File: src/uart_chan_map.svh
`ifndef UART_CHAN_MAP_SVH
`define UART_CHAN_MAP_SVH

// Register byte offsets
`define OFS_DATA        8'h00
`define OFS_INT_EN      8'h04
`define OFS_FIFO_CTRL   8'h08
`define OFS_LINE_CTRL   8'h0C
`define OFS_MODEM_CTRL  8'h10
`define OFS_STATUS      8'h14
`define OFS_MODEM_STAT  8'h18
`define OFS_DIVISOR     8'h1C
`define OFS_ALT_FUNC    8'h20

// Field positions
`define IE_MODEM_BIT    0
`define FC_DMA_BIT      0
`define FC_TRIG_HI      7
`define FC_TRIG_LO      6
`define LC_TXEN_BIT     0
`define LC_LOOP_BIT     1
`define MC_TERM_BIT     0
`define MC_RTS_BIT      1
`define MC_OUT2_BIT     3
`define AF_SEL_HI       2
`define AF_SEL_LO       1
`define MS_DELTA_BIT    0
`define MS_RING_BIT     1

// Reset values
`define RST_DIVISOR     16'h0001
`define RST_LINE_CTRL   8'h01

// Structure
`define FIFO_DEPTH      16
`define FIFO_FULL       5'h10
`define PTR_W           4
`define CNT_W           5
`define TICKS_PER_BIT   4'hF
`define TICK_MID        4'h7
`define DATA_BITS       3'h7

// Receive trigger levels
`define TRIG_0          5'h01
`define TRIG_1          5'h04
`define TRIG_2          5'h08
`define TRIG_3          5'h0E

`endif

File: src/uart_chan_pkg.sv
package uart_chan_pkg;

  typedef struct packed {
    logic [3:0] wr_ptr;
    logic [3:0] rd_ptr;
    logic [4:0] count;
  } fifo_state_s;

  typedef enum logic [2:0] {
    TX_IDLE  = 3'b000,
    TX_LOAD  = 3'b001,
    TX_START = 3'b010,
    TX_DATA  = 3'b011,
    TX_STOP  = 3'b100
  } tx_state_e;

  typedef enum logic [1:0] {
    RX_IDLE  = 2'b00,
    RX_START = 2'b01,
    RX_DATA  = 2'b10,
    RX_STOP  = 2'b11
  } rx_state_e;

  typedef enum logic [1:0] {
    MF_OUT2 = 2'b00,
    MF_BAUD = 2'b01,
    MF_RXRD = 2'b10,
    MF_ALT  = 2'b11
  } mf_sel_e;

endpackage

File: src/uart_chan.sv
`timescale 1ns/1ps
`include "uart_chan_map.svh"

module uart_chan
  import uart_chan_pkg::*;
(
  input  wire logic        pclk,
  input  wire logic        presetn,
  input  wire logic        psel,
  input  wire logic        penable,
  input  wire logic        pwrite,
  input  wire logic [7:0]  paddr,
  input  wire logic [31:0] pwdata,
  output logic      [31:0] prdata,
  output logic             pready,
  output logic             pslverr,
  input  wire logic        serial_in_a,
  input  wire logic        ring_indicator_n_a,
  output logic             serial_out_a,
  output logic             multi_function_out_a,
  output logic             receive_ready_n,
  output logic             transmit_ready_n_a,
  output logic             request_to_send_n_a,
  output logic             terminal_ready_n_a,
  output logic             modem_irq
);

  function automatic fifo_state_s fifo_next(input fifo_state_s s,
                                            input logic push,
                                            input logic pop);
    fifo_state_s n;
    n = s;
    if (push)
    begin
      n.wr_ptr = s.wr_ptr + 4'h1;
    end
    if (pop)
    begin
      n.rd_ptr = s.rd_ptr + 4'h1;
    end
    if (push && !pop)
    begin
      n.count = s.count + 5'h01;
    end
    else if (pop && !push)
    begin
      n.count = s.count - 5'h01;
    end
    return n;
  endfunction

  function automatic logic [4:0] trig_level(input logic [1:0] code);
    case (code)
      2'b00:   trig_level = `TRIG_0;
      2'b01:   trig_level = `TRIG_1;
      2'b10:   trig_level = `TRIG_2;
      default: trig_level = `TRIG_3;
    endcase
  endfunction

  logic [7:0]  int_en_q;
  logic [7:0]  fifo_ctrl_q;
  logic [7:0]  line_ctrl_q;
  logic [7:0]  modem_control_reg;
  logic [7:0]  alternate_function_reg;
  logic [15:0] divisor_q;
  logic        ring_prev_q;
  logic        ring_delta_q;
  fifo_state_s txf_q;
  fifo_state_s rxf_q;
  logic [7:0]  tx_head;
  logic [7:0]  rx_head;
  logic [15:0] div_cnt_q;
  logic        tick;
  logic        baud_clk_q;
  tx_state_e   tx_state_q;
  logic [3:0]  tx_tick_q;
  logic [2:0]  tx_bit_q;
  logic [7:0]  tx_shift_q;
  logic        tx_line_q;
  rx_state_e   rx_state_q;
  logic [3:0]  rx_tick_q;
  logic [2:0]  rx_bit_q;
  logic [7:0]  rx_shift_q;
  logic        rx_push;
  logic        rx_in;
  logic        wr_en;
  logic        rd_en;
  logic        tx_push;
  logic        tx_pop;
  logic        rx_pop;
  logic        hit;
  logic        loop;
  logic [15:0] div_eff;

  assign wr_en = psel && penable && pwrite;
  assign rd_en = psel && penable && !pwrite;
  assign loop  = line_ctrl_q[`LC_LOOP_BIT];
  assign div_eff = (divisor_q == 16'h0000) ? `RST_DIVISOR : divisor_q;

  // Zero wait states: the data register is valid from the setup cycle
  assign pready = 1'b1;

  always_comb
  begin
    hit = 1'b1;
    prdata = 32'h0000_0000;
    case (paddr)
      `OFS_DATA:       prdata = {24'h00_0000, rx_head};
      `OFS_INT_EN:     prdata = {24'h00_0000, int_en_q};
      `OFS_FIFO_CTRL:  prdata = {24'h00_0000, fifo_ctrl_q};
      `OFS_LINE_CTRL:  prdata = {24'h00_0000, line_ctrl_q};
      `OFS_MODEM_CTRL: prdata = {24'h00_0000, modem_control_reg};
      `OFS_STATUS:     prdata = {19'h0_0000, txf_q.count, 3'h0, rxf_q.count};
      `OFS_MODEM_STAT: prdata = {30'h0000_0000, ring_indicator_n_a, ring_delta_q};
      `OFS_DIVISOR:    prdata = {16'h0000, divisor_q};
      `OFS_ALT_FUNC:   prdata = {24'h00_0000, alternate_function_reg};
      default:
      begin
        hit = 1'b0;
      end
    endcase
  end

  assign pslverr = psel && penable && !hit;

  assign tx_push = wr_en && (paddr == `OFS_DATA) && (txf_q.count != `FIFO_FULL);
  assign rx_pop  = rd_en && (paddr == `OFS_DATA) && (rxf_q.count != 5'h00);

  always_ff @(posedge pclk or negedge presetn)
  begin
    if (!presetn)
    begin
      int_en_q               <= 8'h00;
      fifo_ctrl_q            <= 8'h00;
      line_ctrl_q            <= `RST_LINE_CTRL;
      modem_control_reg      <= 8'h00;
      alternate_function_reg <= 8'h00;
      divisor_q              <= `RST_DIVISOR;
    end
    else if (wr_en)
    begin
      case (paddr)
        `OFS_INT_EN:     int_en_q               <= pwdata[7:0];
        `OFS_FIFO_CTRL:  fifo_ctrl_q            <= pwdata[7:0];
        `OFS_LINE_CTRL:  line_ctrl_q            <= pwdata[7:0];
        `OFS_MODEM_CTRL: modem_control_reg      <= pwdata[7:0];
        `OFS_DIVISOR:    divisor_q              <= pwdata[15:0];
        `OFS_ALT_FUNC:   alternate_function_reg <= pwdata[7:0];
        default:
        begin
        end
      endcase
    end
  end

  // Ring edge flag; a new edge beats the clearing read
  always_ff @(posedge pclk or negedge presetn)
  begin
    if (!presetn)
    begin
      ring_prev_q  <= 1'b1;
      ring_delta_q <= 1'b0;
    end
    else
    begin
      ring_prev_q <= ring_indicator_n_a;
      if (!ring_prev_q && ring_indicator_n_a)
      begin
        ring_delta_q <= 1'b1;
      end
      else if (rd_en && (paddr == `OFS_MODEM_STAT))
      begin
        ring_delta_q <= 1'b0;
      end
    end
  end

  assign modem_irq = ring_delta_q && int_en_q[`IE_MODEM_BIT];

  // Sixteen-times tick and its visible clock
  always_ff @(posedge pclk or negedge presetn)
  begin
    if (!presetn)
    begin
      div_cnt_q  <= 16'h0000;
      baud_clk_q <= 1'b0;
    end
    else
    begin
      div_cnt_q  <= tick ? 16'h0000 : div_cnt_q + 16'h0001;
      baud_clk_q <= (div_cnt_q < (div_eff >> 1));
    end
  end

  assign tick = (div_cnt_q >= div_eff - 16'h0001);

  byte_store u_tx_store
  (
    .clk     (pclk),
    .rst_n   (presetn),
    .we      (tx_push),
    .waddr   (txf_q.wr_ptr),
    .wdata   (pwdata[7:0]),
    .raddr   (txf_q.rd_ptr),
    .rdata_q (tx_head)
  );

  byte_store u_rx_store
  (
    .clk     (pclk),
    .rst_n   (presetn),
    .we      (rx_push),
    .waddr   (rxf_q.wr_ptr),
    .wdata   (rx_shift_q),
    .raddr   (rxf_q.rd_ptr),
    .rdata_q (rx_head)
  );

  always_ff @(posedge pclk or negedge presetn)
  begin
    if (!presetn)
    begin
      txf_q <= '0;
      rxf_q <= '0;
    end
    else
    begin
      txf_q <= fifo_next(txf_q, tx_push, tx_pop);
      rxf_q <= fifo_next(rxf_q, rx_push, rx_pop);
    end
  end

  // LOAD waits one edge for the registered head byte
  assign tx_pop = (tx_state_q == TX_LOAD);

  always_ff @(posedge pclk or negedge presetn)
  begin
    if (!presetn)
    begin
      tx_state_q <= TX_IDLE;
      tx_tick_q  <= 4'h0;
      tx_bit_q   <= 3'h0;
      tx_shift_q <= 8'h00;
      tx_line_q  <= 1'b1;
    end
    else
    begin
      case (tx_state_q)
        TX_IDLE:
        begin
          tx_line_q <= 1'b1;
          if (line_ctrl_q[`LC_TXEN_BIT] && (txf_q.count != 5'h00))
          begin
            tx_state_q <= TX_LOAD;
          end
        end
        TX_LOAD:
        begin
          tx_shift_q <= tx_head;
          tx_tick_q  <= 4'h0;
          tx_state_q <= TX_START;
        end
        TX_START:
        begin
          if (tick)
          begin
            tx_line_q <= 1'b0;
            tx_tick_q <= tx_tick_q + 4'h1;
            if (tx_tick_q == `TICKS_PER_BIT)
            begin
              tx_bit_q   <= 3'h0;
              tx_line_q  <= tx_shift_q[0];
              tx_state_q <= TX_DATA;
            end
          end
        end
        TX_DATA:
        begin
          if (tick)
          begin
            tx_tick_q <= tx_tick_q + 4'h1;
            if (tx_tick_q == `TICKS_PER_BIT)
            begin
              tx_shift_q <= {1'b1, tx_shift_q[7:1]};
              tx_line_q  <= tx_shift_q[1];
              tx_bit_q   <= tx_bit_q + 3'h1;
              if (tx_bit_q == `DATA_BITS)
              begin
                tx_line_q  <= 1'b1;
                tx_state_q <= TX_STOP;
              end
            end
          end
        end
        TX_STOP:
        begin
          if (tick)
          begin
            tx_tick_q <= tx_tick_q + 4'h1;
            if (tx_tick_q == `TICKS_PER_BIT)
            begin
              tx_state_q <= TX_IDLE;
            end
          end
        end
        default:
        begin
          tx_state_q <= TX_IDLE;
        end
      endcase
    end
  end

  // Receiver sees own transmit line in loopback
  assign rx_in = loop ? tx_line_q : serial_in_a;

  always_ff @(posedge pclk or negedge presetn)
  begin
    if (!presetn)
    begin
      rx_state_q <= RX_IDLE;
      rx_tick_q  <= 4'h0;
      rx_bit_q   <= 3'h0;
      rx_shift_q <= 8'h00;
      rx_push    <= 1'b0;
    end
    else
    begin
      rx_push <= 1'b0;
      case (rx_state_q)
        RX_IDLE:
        begin
          rx_tick_q <= 4'h0;
          if (!rx_in)
          begin
            rx_state_q <= RX_START;
          end
        end
        RX_START:
        begin
          if (tick)
          begin
            rx_tick_q <= rx_tick_q + 4'h1;
            if (rx_tick_q == `TICK_MID)
            begin
              // Glitch shorter than half a bit is not a start
              rx_tick_q  <= 4'h0;
              rx_bit_q   <= 3'h0;
              rx_state_q <= rx_in ? RX_IDLE : RX_DATA;
            end
          end
        end
        RX_DATA:
        begin
          if (tick)
          begin
            rx_tick_q <= rx_tick_q + 4'h1;
            if (rx_tick_q == `TICKS_PER_BIT)
            begin
              rx_shift_q <= {rx_in, rx_shift_q[7:1]};
              rx_bit_q   <= rx_bit_q + 3'h1;
              if (rx_bit_q == `DATA_BITS)
              begin
                rx_state_q <= RX_STOP;
              end
            end
          end
        end
        RX_STOP:
        begin
          if (tick)
          begin
            rx_tick_q <= rx_tick_q + 4'h1;
            if (rx_tick_q == `TICKS_PER_BIT)
            begin
              // Overrun drops the new byte; bad stop bit also drops it
              rx_push    <= rx_in && (rxf_q.count != `FIFO_FULL);
              rx_state_q <= RX_IDLE;
            end
          end
        end
        default:
        begin
          rx_state_q <= RX_IDLE;
        end
      endcase
    end
  end

  // Mode 1 waits for the trigger level, mode 0 for one byte
  always_comb
  begin
    if (fifo_ctrl_q[`FC_DMA_BIT])
    begin
      receive_ready_n = (rxf_q.count <
        trig_level(fifo_ctrl_q[`FC_TRIG_HI:`FC_TRIG_LO]));
    end
    else
    begin
      receive_ready_n = (rxf_q.count == 5'h00);
    end
  end

  assign transmit_ready_n_a = (txf_q.count == `FIFO_FULL);

  // Serial, multi-function, RTS and terminal-ready pins from flops; all four idle high in reset
  always_ff @(posedge pclk or negedge presetn)
  begin
    if (!presetn)
    begin
      serial_out_a         <= 1'b1;
      multi_function_out_a <= 1'b1;
      request_to_send_n_a  <= 1'b1;
      terminal_ready_n_a   <= 1'b1;
    end
    else
    begin
      serial_out_a        <= loop ? 1'b1 : tx_line_q;
      request_to_send_n_a <= !modem_control_reg[`MC_RTS_BIT];
      terminal_ready_n_a  <= !modem_control_reg[`MC_TERM_BIT];
      case (mf_sel_e'(alternate_function_reg[`AF_SEL_HI:`AF_SEL_LO]))
        MF_BAUD: multi_function_out_a <= baud_clk_q;
        MF_RXRD: multi_function_out_a <= receive_ready_n;
        default: multi_function_out_a <= !modem_control_reg[`MC_OUT2_BIT];
      endcase
    end
  end

endmodule

File: src/byte_store.sv
`timescale 1ns/1ps
`include "uart_chan_map.svh"

module byte_store
(
  input  wire logic                clk,
  input  wire logic                rst_n,
  input  wire logic                we,
  input  wire logic [`PTR_W-1:0]   waddr,
  input  wire logic [7:0]          wdata,
  input  wire logic [`PTR_W-1:0]   raddr,
  output logic      [7:0]          rdata_q
);

  logic [7:0] mem [`FIFO_DEPTH];

  always_ff @(posedge clk)
  begin
    if (we)
    begin
      mem[waddr] <= wdata;
    end
  end

  // Read data lags the address by one edge
  always_ff @(posedge clk or negedge rst_n)
  begin
    if (!rst_n)
    begin
      rdata_q <= 8'h00;
    end
    else
    begin
      rdata_q <= mem[raddr];
    end
  end

endmodule

File: config.mk
export PLATFORM = sky130hd
export DESIGN_NAME = uart_chan
export DESIGN_NICKNAME = d
export VERILOG_FILES = /design/src/uart_chan_pkg.sv /design/src/uart_chan.sv /design/src/byte_store.sv
export VERILOG_INCLUDE_DIRS = /design/src /design/src/src
export SDC_FILE = /design/constraint.sdc
export NUM_CORES = 1
export LEC_CHECK = 0
export BUFFER_PORTS_ARGS = -buffer_cell sky130_fd_sc_hd__buf_4
export CORE_MARGIN = 2
export CORE_UTILIZATION = 25
export CTS_BUF_LIST = sky130_fd_sc_hd__clkbuf_4 sky130_fd_sc_hd__clkbuf_8
export CTS_CLUSTER_SIZE = 20
export DETAILED_ROUTE_END_ITERATION = 7
export GPL_ROUTABILITY_DRIVEN = 1
export PLACE_DENSITY = 0.39
export SLEW_MARGIN = 20
export SYNTH_ARGS = -nofsm -noshare
export SYNTH_HDL_FRONTEND = slang
export SYNTH_HIERARCHICAL = 1
export SYNTH_SLANG_ARGS = --single-unit
export TNS_END_PERCENT = 30
File: constraint.sdc
create_clock -name pclk -period 5.2 [get_ports pclk]
set_clock_uncertainty 0.05 [all_clocks]
set_input_delay 0.78 -clock pclk [delete_from_list [all_inputs] [get_ports pclk]]
set_output_delay 0.78 -clock pclk [all_outputs]
set_load 0.02 [all_outputs]
======== Word level (Yosys, flattened, before mapping) ========
Memory sizes are Yosys's and may differ from the RTL's. A register that Yosys moved wholly into a read port is not among the register bits.
Cells that the tools add are included.
storage, ports and cells
  input bits .............................. 47
  output and inout port bits .............. 41
  memory bits (writable) .................. 256
  word-level logic and storage cells ...... 222
  register bits ........................... 142
  memories kept ........................... 2
memories
  memory          words  width  rd ports  clocked after memory_dff  wr ports  line              text
  u_rx_store.mem  16     8      1         1                         1         byte_store.sv:15  logic [7:0] mem [`FIFO_DEPTH];
  u_tx_store.mem  16     8      1         1                         1         byte_store.sv:15
operators by class
  add/sub/neg operators ................... 14
  equal/unequal tests ..................... 45
  mux-type cells .......................... 65
  reductions and logical operators ........ 63
  order comparisons ....................... 3
operators with widths
  kind                                                  number
  case mux 16 bit (9 select lines)                      1
  2-to-1 mux 3 bit                                      14
  equality test 8 x 5 -> 1 bit (second input constant)  4
  2-to-1 mux 16 bit                                     2
  != test 2 bit (second input constant)                 16
  2-to-1 mux 5 bit                                      5
  adder 4 x 1 -> 4 bit (second input constant)          6
  case mux 4 bit (3 select lines)                       2
  2-to-1 mux 1 bit                                      18
  2-to-1 mux 2 bit                                      9
  logical AND 1 bit                                     17
  adder 16 x 1 -> 16 bit (second input constant)        1
  equality test 8 x 4 -> 1 bit (second input constant)  2
  greater-or-equal comparator 16 bit                    1
  zero test 16 bit                                      1
  < comparator 16 x 15 -> 1 bit                         1
  2-to-1 mux 4 bit                                      4
  2-to-1 mux 8 bit                                      2
  case mux 8 bit (2 select lines)                       1
  AND reduction 2 bit                                   8
  AND reduction 8 bit                                   2
  subtractor 16 x 1 -> 16 bit (second input constant)   1
  case mux 3 bit (5 select lines)                       1
  nonzero test 2 bit                                    7
  34 further kinds                                      64

======== Logic depth before layout (Yosys ltp) ========
  depth after elaboration ................. 8
  depth in mapped cells ................... 19
  depth with buffers taken out ............ 17

======== Cells and area by module ========
Netlist, hierarchy kept.
modules (own cells, without submodules)
  module      times used  cells each  area an instance (um2)
  byte_store  2           229         5187.5
  uart_chan   1           795         8144.1

======== Least setup slack after synthesis ========
Ideal clock, no wire load.
  path type ............................... reg2reg
  from .................................... register divisor_q[9]
  to ...................................... register with a tool-made name
  arrival time ............................ 4267 ps
  clock period less this slack ............ 4441 ps
  path buffers ............................ 1
  path slack .............................. 759 ps
  stages on the path, launching flop included .. 19
  cells stage by stage .................... dfrtp_1 or4_1 nor4_1 nand2_1 nor2_1 nor2_1 ha_1 nand3_1 nor2_1 nand2_1 xnor2_1 ha_1 nand4_1 or4_1 o32a_1 and2_4 buf_4 nor3b_1 mux2_2
RTL lines
  element                   line              text
  start: declaration        uart_chan.sv:66   logic [15:0] divisor_q;
  start signal: assignment  uart_chan.sv:139  divisor_q <= `RST_DIVISOR;
  start signal: assignment  uart_chan.sv:148  `OFS_DIVISOR: divisor_q <= pwdata[15:0];

======== Worst setup path in the final report ========
  from .................................... register divisor_q[3]
  to ...................................... register rx_shift_q[3]
between the ends
  cells in the longest elaborated chain, start to end .. 5
ends and longest elaborated chain
  element                                   line              text
  zero test 16 bit                          uart_chan.sv:99   assign div_eff = (divisor_q == 16'h0000) ? `RST_DIVISOR : divisor_q;
  2-to-1 mux 16 bit (*)                     uart_chan.sv:99
  subtractor 16 x 1 -> 16 bit (*)           uart_chan.sv:196  assign tick = (div_cnt_q >= div_eff - 16'h0001);
  greater-or-equal comparator 16 bit (*)    uart_chan.sv:196
  AND reduction 3 bit (no source line) (*)  n/a
  end signal: assignment                    uart_chan.sv:361  rx_shift_q <= {rx_in, rx_shift_q[7:1]};
  end: declaration                          uart_chan.sv:84   logic [7:0] rx_shift_q;
Mark *: on every way between the ends. The rest lies on a longest branch, timed or not.
A chain may end at the register's enable or synchronous reset.

==> qor.yml <==
critical_path:
  crit_end: "rx_shift_q[3]"
  rr_endpoint: "rx_shift_q[3]"
  r2r_start: "divisor_q[3]"
  endpoint_kind: "register"
  reg2reg_depth: 18
  critPathMaxFanout: 20
  critPathKind: "reg2reg"
  reg2reg_slack_ns: 0.32
  setup.worst_path.start: "divisor_q[3]"
  cp.arrival_ns: 5.34
  required_ns: 5.66
  critPathLaunchType: "register"
power:
  swShare: 0.255
  power.leakage_nw: 7.78
  intPower_mw: 5.60
  power.switching_mw: 1.92
  pwr-share-seq: 0.495
  p_per_area_mw_per_mm2: 349
  power.share.combinational: 0.102
  vdd_ir_drop_max_uv: 157
  total_power_mw: 7.51
  clkPwrFrac: 0.403
logic_synthesis:
  netlist.area_leader.share: 0.415
  synth_most_common_cell: "edfxtp_1"
  synthCells: 1253
  yosys_warnings: 6
  synth_seq_area_share: 0.629
  synth_top_area_cell: "edfxtp_1"
  synth.ff_latch_count: 414
  synth-edff-count: 256
  syn_area_per_cell_um2: 14.8
  yosys-top-cells-area: "edfxtp_1, dfrtp_1, mux4_2"
  synthFlopType: "edfxtp_1"
  ys_types: 74
  synthArstFlopShare: 0.382
  synth_common_cells: "edfxtp_1, dfrtp_1, nand2_1, nor2_1, mux2_2"
  netlist_area_mm2: 0.0185
grt:
  overflow: 0
  grt_max_degree: 89
  grt_pass1_wl_um: 74900
  grt_pass1_vias: 11454
  antenna_found_initial: 2
  grt_usage: 0.131
final_layout:
  fin_area_mm2: 0.0215
  finalNetCount: 1475
  layout-drive-gt1-share: 0.235
  fillers: 7331
  syn2layout_area_growth_pct: 16.3
  reg.largest.list: "u_rx_store/mem (128), u_tx_store/mem (128)"
  multi_input_area_mm2: 0.00639
  regArea_mm2: 0.0117
  fin_cells: 2394
timing:
  slew_viol_final: 0
  setup_viol: 0
  fin_crit_sh: 0.938
  period_needed_ns: 4.88
  hold_viol: 0
  grt_setup_unrepaired: "false"
  worst_pin_slew_ns: 0.942
  fin_ws_ns: 0.322
  clock.fmax_mhz: 205
  slew_headroom: 0.369
  tns_ns: 0
place:
  portBuffers: 54
  dpl_worst_slack_ns: 0.181
  routabilityCongestion: 0.774
  place_area_mm2: 0.0201
  hpwl_um: 32900
  place_inst: 2254
clock_tree:
  cts-root-buf: "clkbuf_8"
  cts_tree: "done"
  clock_path_buffers: 3
  htreeDepth: 3
  post_cts_buffers: 0
  clk-insertion-delay-late_ns: 0.64
  cts_buffers: 74
  clk_pin_slew_ns: 0.06
  cts_hold_buf: 0
  cts.sinks: 414
job:
  cap_violations: 0
route:
  avgRoutedWirePerCell_um: 20.9
  wl_met1_um: 24200
  wirelength_um: 49900
  vias_per_cell: 4.56
  routed.top_layer: "met4"
  wl_met2_um: 22600
  first_pass_iters: 5
  met3WireLength_um: 2210
  drtIter0Drc: 592
  vias: 10918
  drc: 0
  ant_nets: 0
floorplanning:
  die_area_mm2: 0.0763
  die_w_um: 276
  die_h_um: 276
  io_pins: 88
  core_area_mm2: 0.0732
  start_util: 0.253
  rows: 99
min_path:
  hold_class: "in2async"
outcome:
  outcome: "completed"
layout by cell type (no fill, tap or decap), drive strengths merged, types with 9 or more instances in the layout:
cell type / n
nand4: 11
a22oi: 36
o22ai: 10
xnor2: 35
nor2: 84
buf: 91
nand2: 89
and3: 14
a21oi: 34
nor3: 20
nand3: 22
nand2b: 12
mux2i: 16
o21ai: 38
o21a: 13
mux2: 57
clkinv: 28
nor4: 9
conb: 17
inv: 41
clkbuf: 104
mux4: 65
edfxtp: 256
ha: 55
dfrtp: 150
xor2: 15
worst min-delay path by stage:
stage,start,endpoint,slack [ns],depth (start not counted)
finish,presetn,u_tx_store/rdata_q[3],0.16,1
global route,ring_indicator_n_a,ring_prev_q,0.18,1
CTS,ring_indicator_n_a,ring_prev_q,0.16,1
detailed placement,modem_control_reg[1],request_to_send_n_a,0.37,1
global placement,modem_control_reg[1],request_to_send_n_a,0.36,1
floorplan,modem_control_reg[0],terminal_ready_n_a,0.32,1
layout make-up:
cell class                 count  share of cell area
clock buffer                 104              0.0589
clock inverter                34             0.00889
timing repair buffer          91              0.0319
antenna                        2            0.000232
inverter                      38             0.00662
multi-input combinational    752               0.297
sequential                   414               0.541
tap                          959              0.0557
power groups by stage:
stage	clock (mW)	sequential, mW	combinational [mW]
global placement	0	3.79	0.788
floorplan	0	3.72	0.600
CTS	3.15	3.73	0.798
finish	3.03	3.72	0.764
detailed placement	0	3.79	0.796
global route	3.30	3.74	0.840
timing repair:
action | CTS | global route
gates resized for setup | 0 | 4
endpoints found under the setup margin | 0 | 29
hold endpoints to repair | 0 | 0
critical path, stage by stage (launching register included):
cell,delay (ns)
dfrtp_1,0.43
or4_1,0.62
nor2_1,0.20
nand2_1,0.10
nor2_2,0.16
nor2_1,0.08
ha_1,0.21
nand3_1,0.19
nor2_1,0.14
nand3_1,0.12
xnor2_1,0.07
ha_1,0.29
nand4_1,0.15
or4_1,0.54
o32a_1,0.37
and2_4,0.27
nor3_4,0.17
buf_4,0.21
mux2_2,0.35
kinds of logic (layout without fill, tap and decap cells):
logic type,Yosys count,in the layout,synth area share
AOI/OAI and AO/OA,193,193,0.0709
muxes,138,138,0.128
other,2,19,0.000406
adders and majority gates,57,57,0.0393
xor gates and xnor gates,50,50,0.0236
DFF,414,414,0.629
and+or+nand+nor,297,297,0.0785
buffers and inverters,102,267,0.0300
metal layers:
metal  vias up  GRT usage
met5         -          0
met4         0     0.0423
met3        64     0.0249
met2       235      0.202
met1      5572      0.187
li1       5047          -
stage by stage:
stage | hold WS [ns] | util
2_1_floorplan | 0.322 | -
3_3_place_gp | 0.365 | 0.274
3_5_place_dp | 0.370 | 0.274
4_1_cts | 0.159 | 0.294
5_1_grt | 0.183 | 0.294
6_report | 0.157 | 0.294
Note: power is estimated with default switching activity, not from simulation.
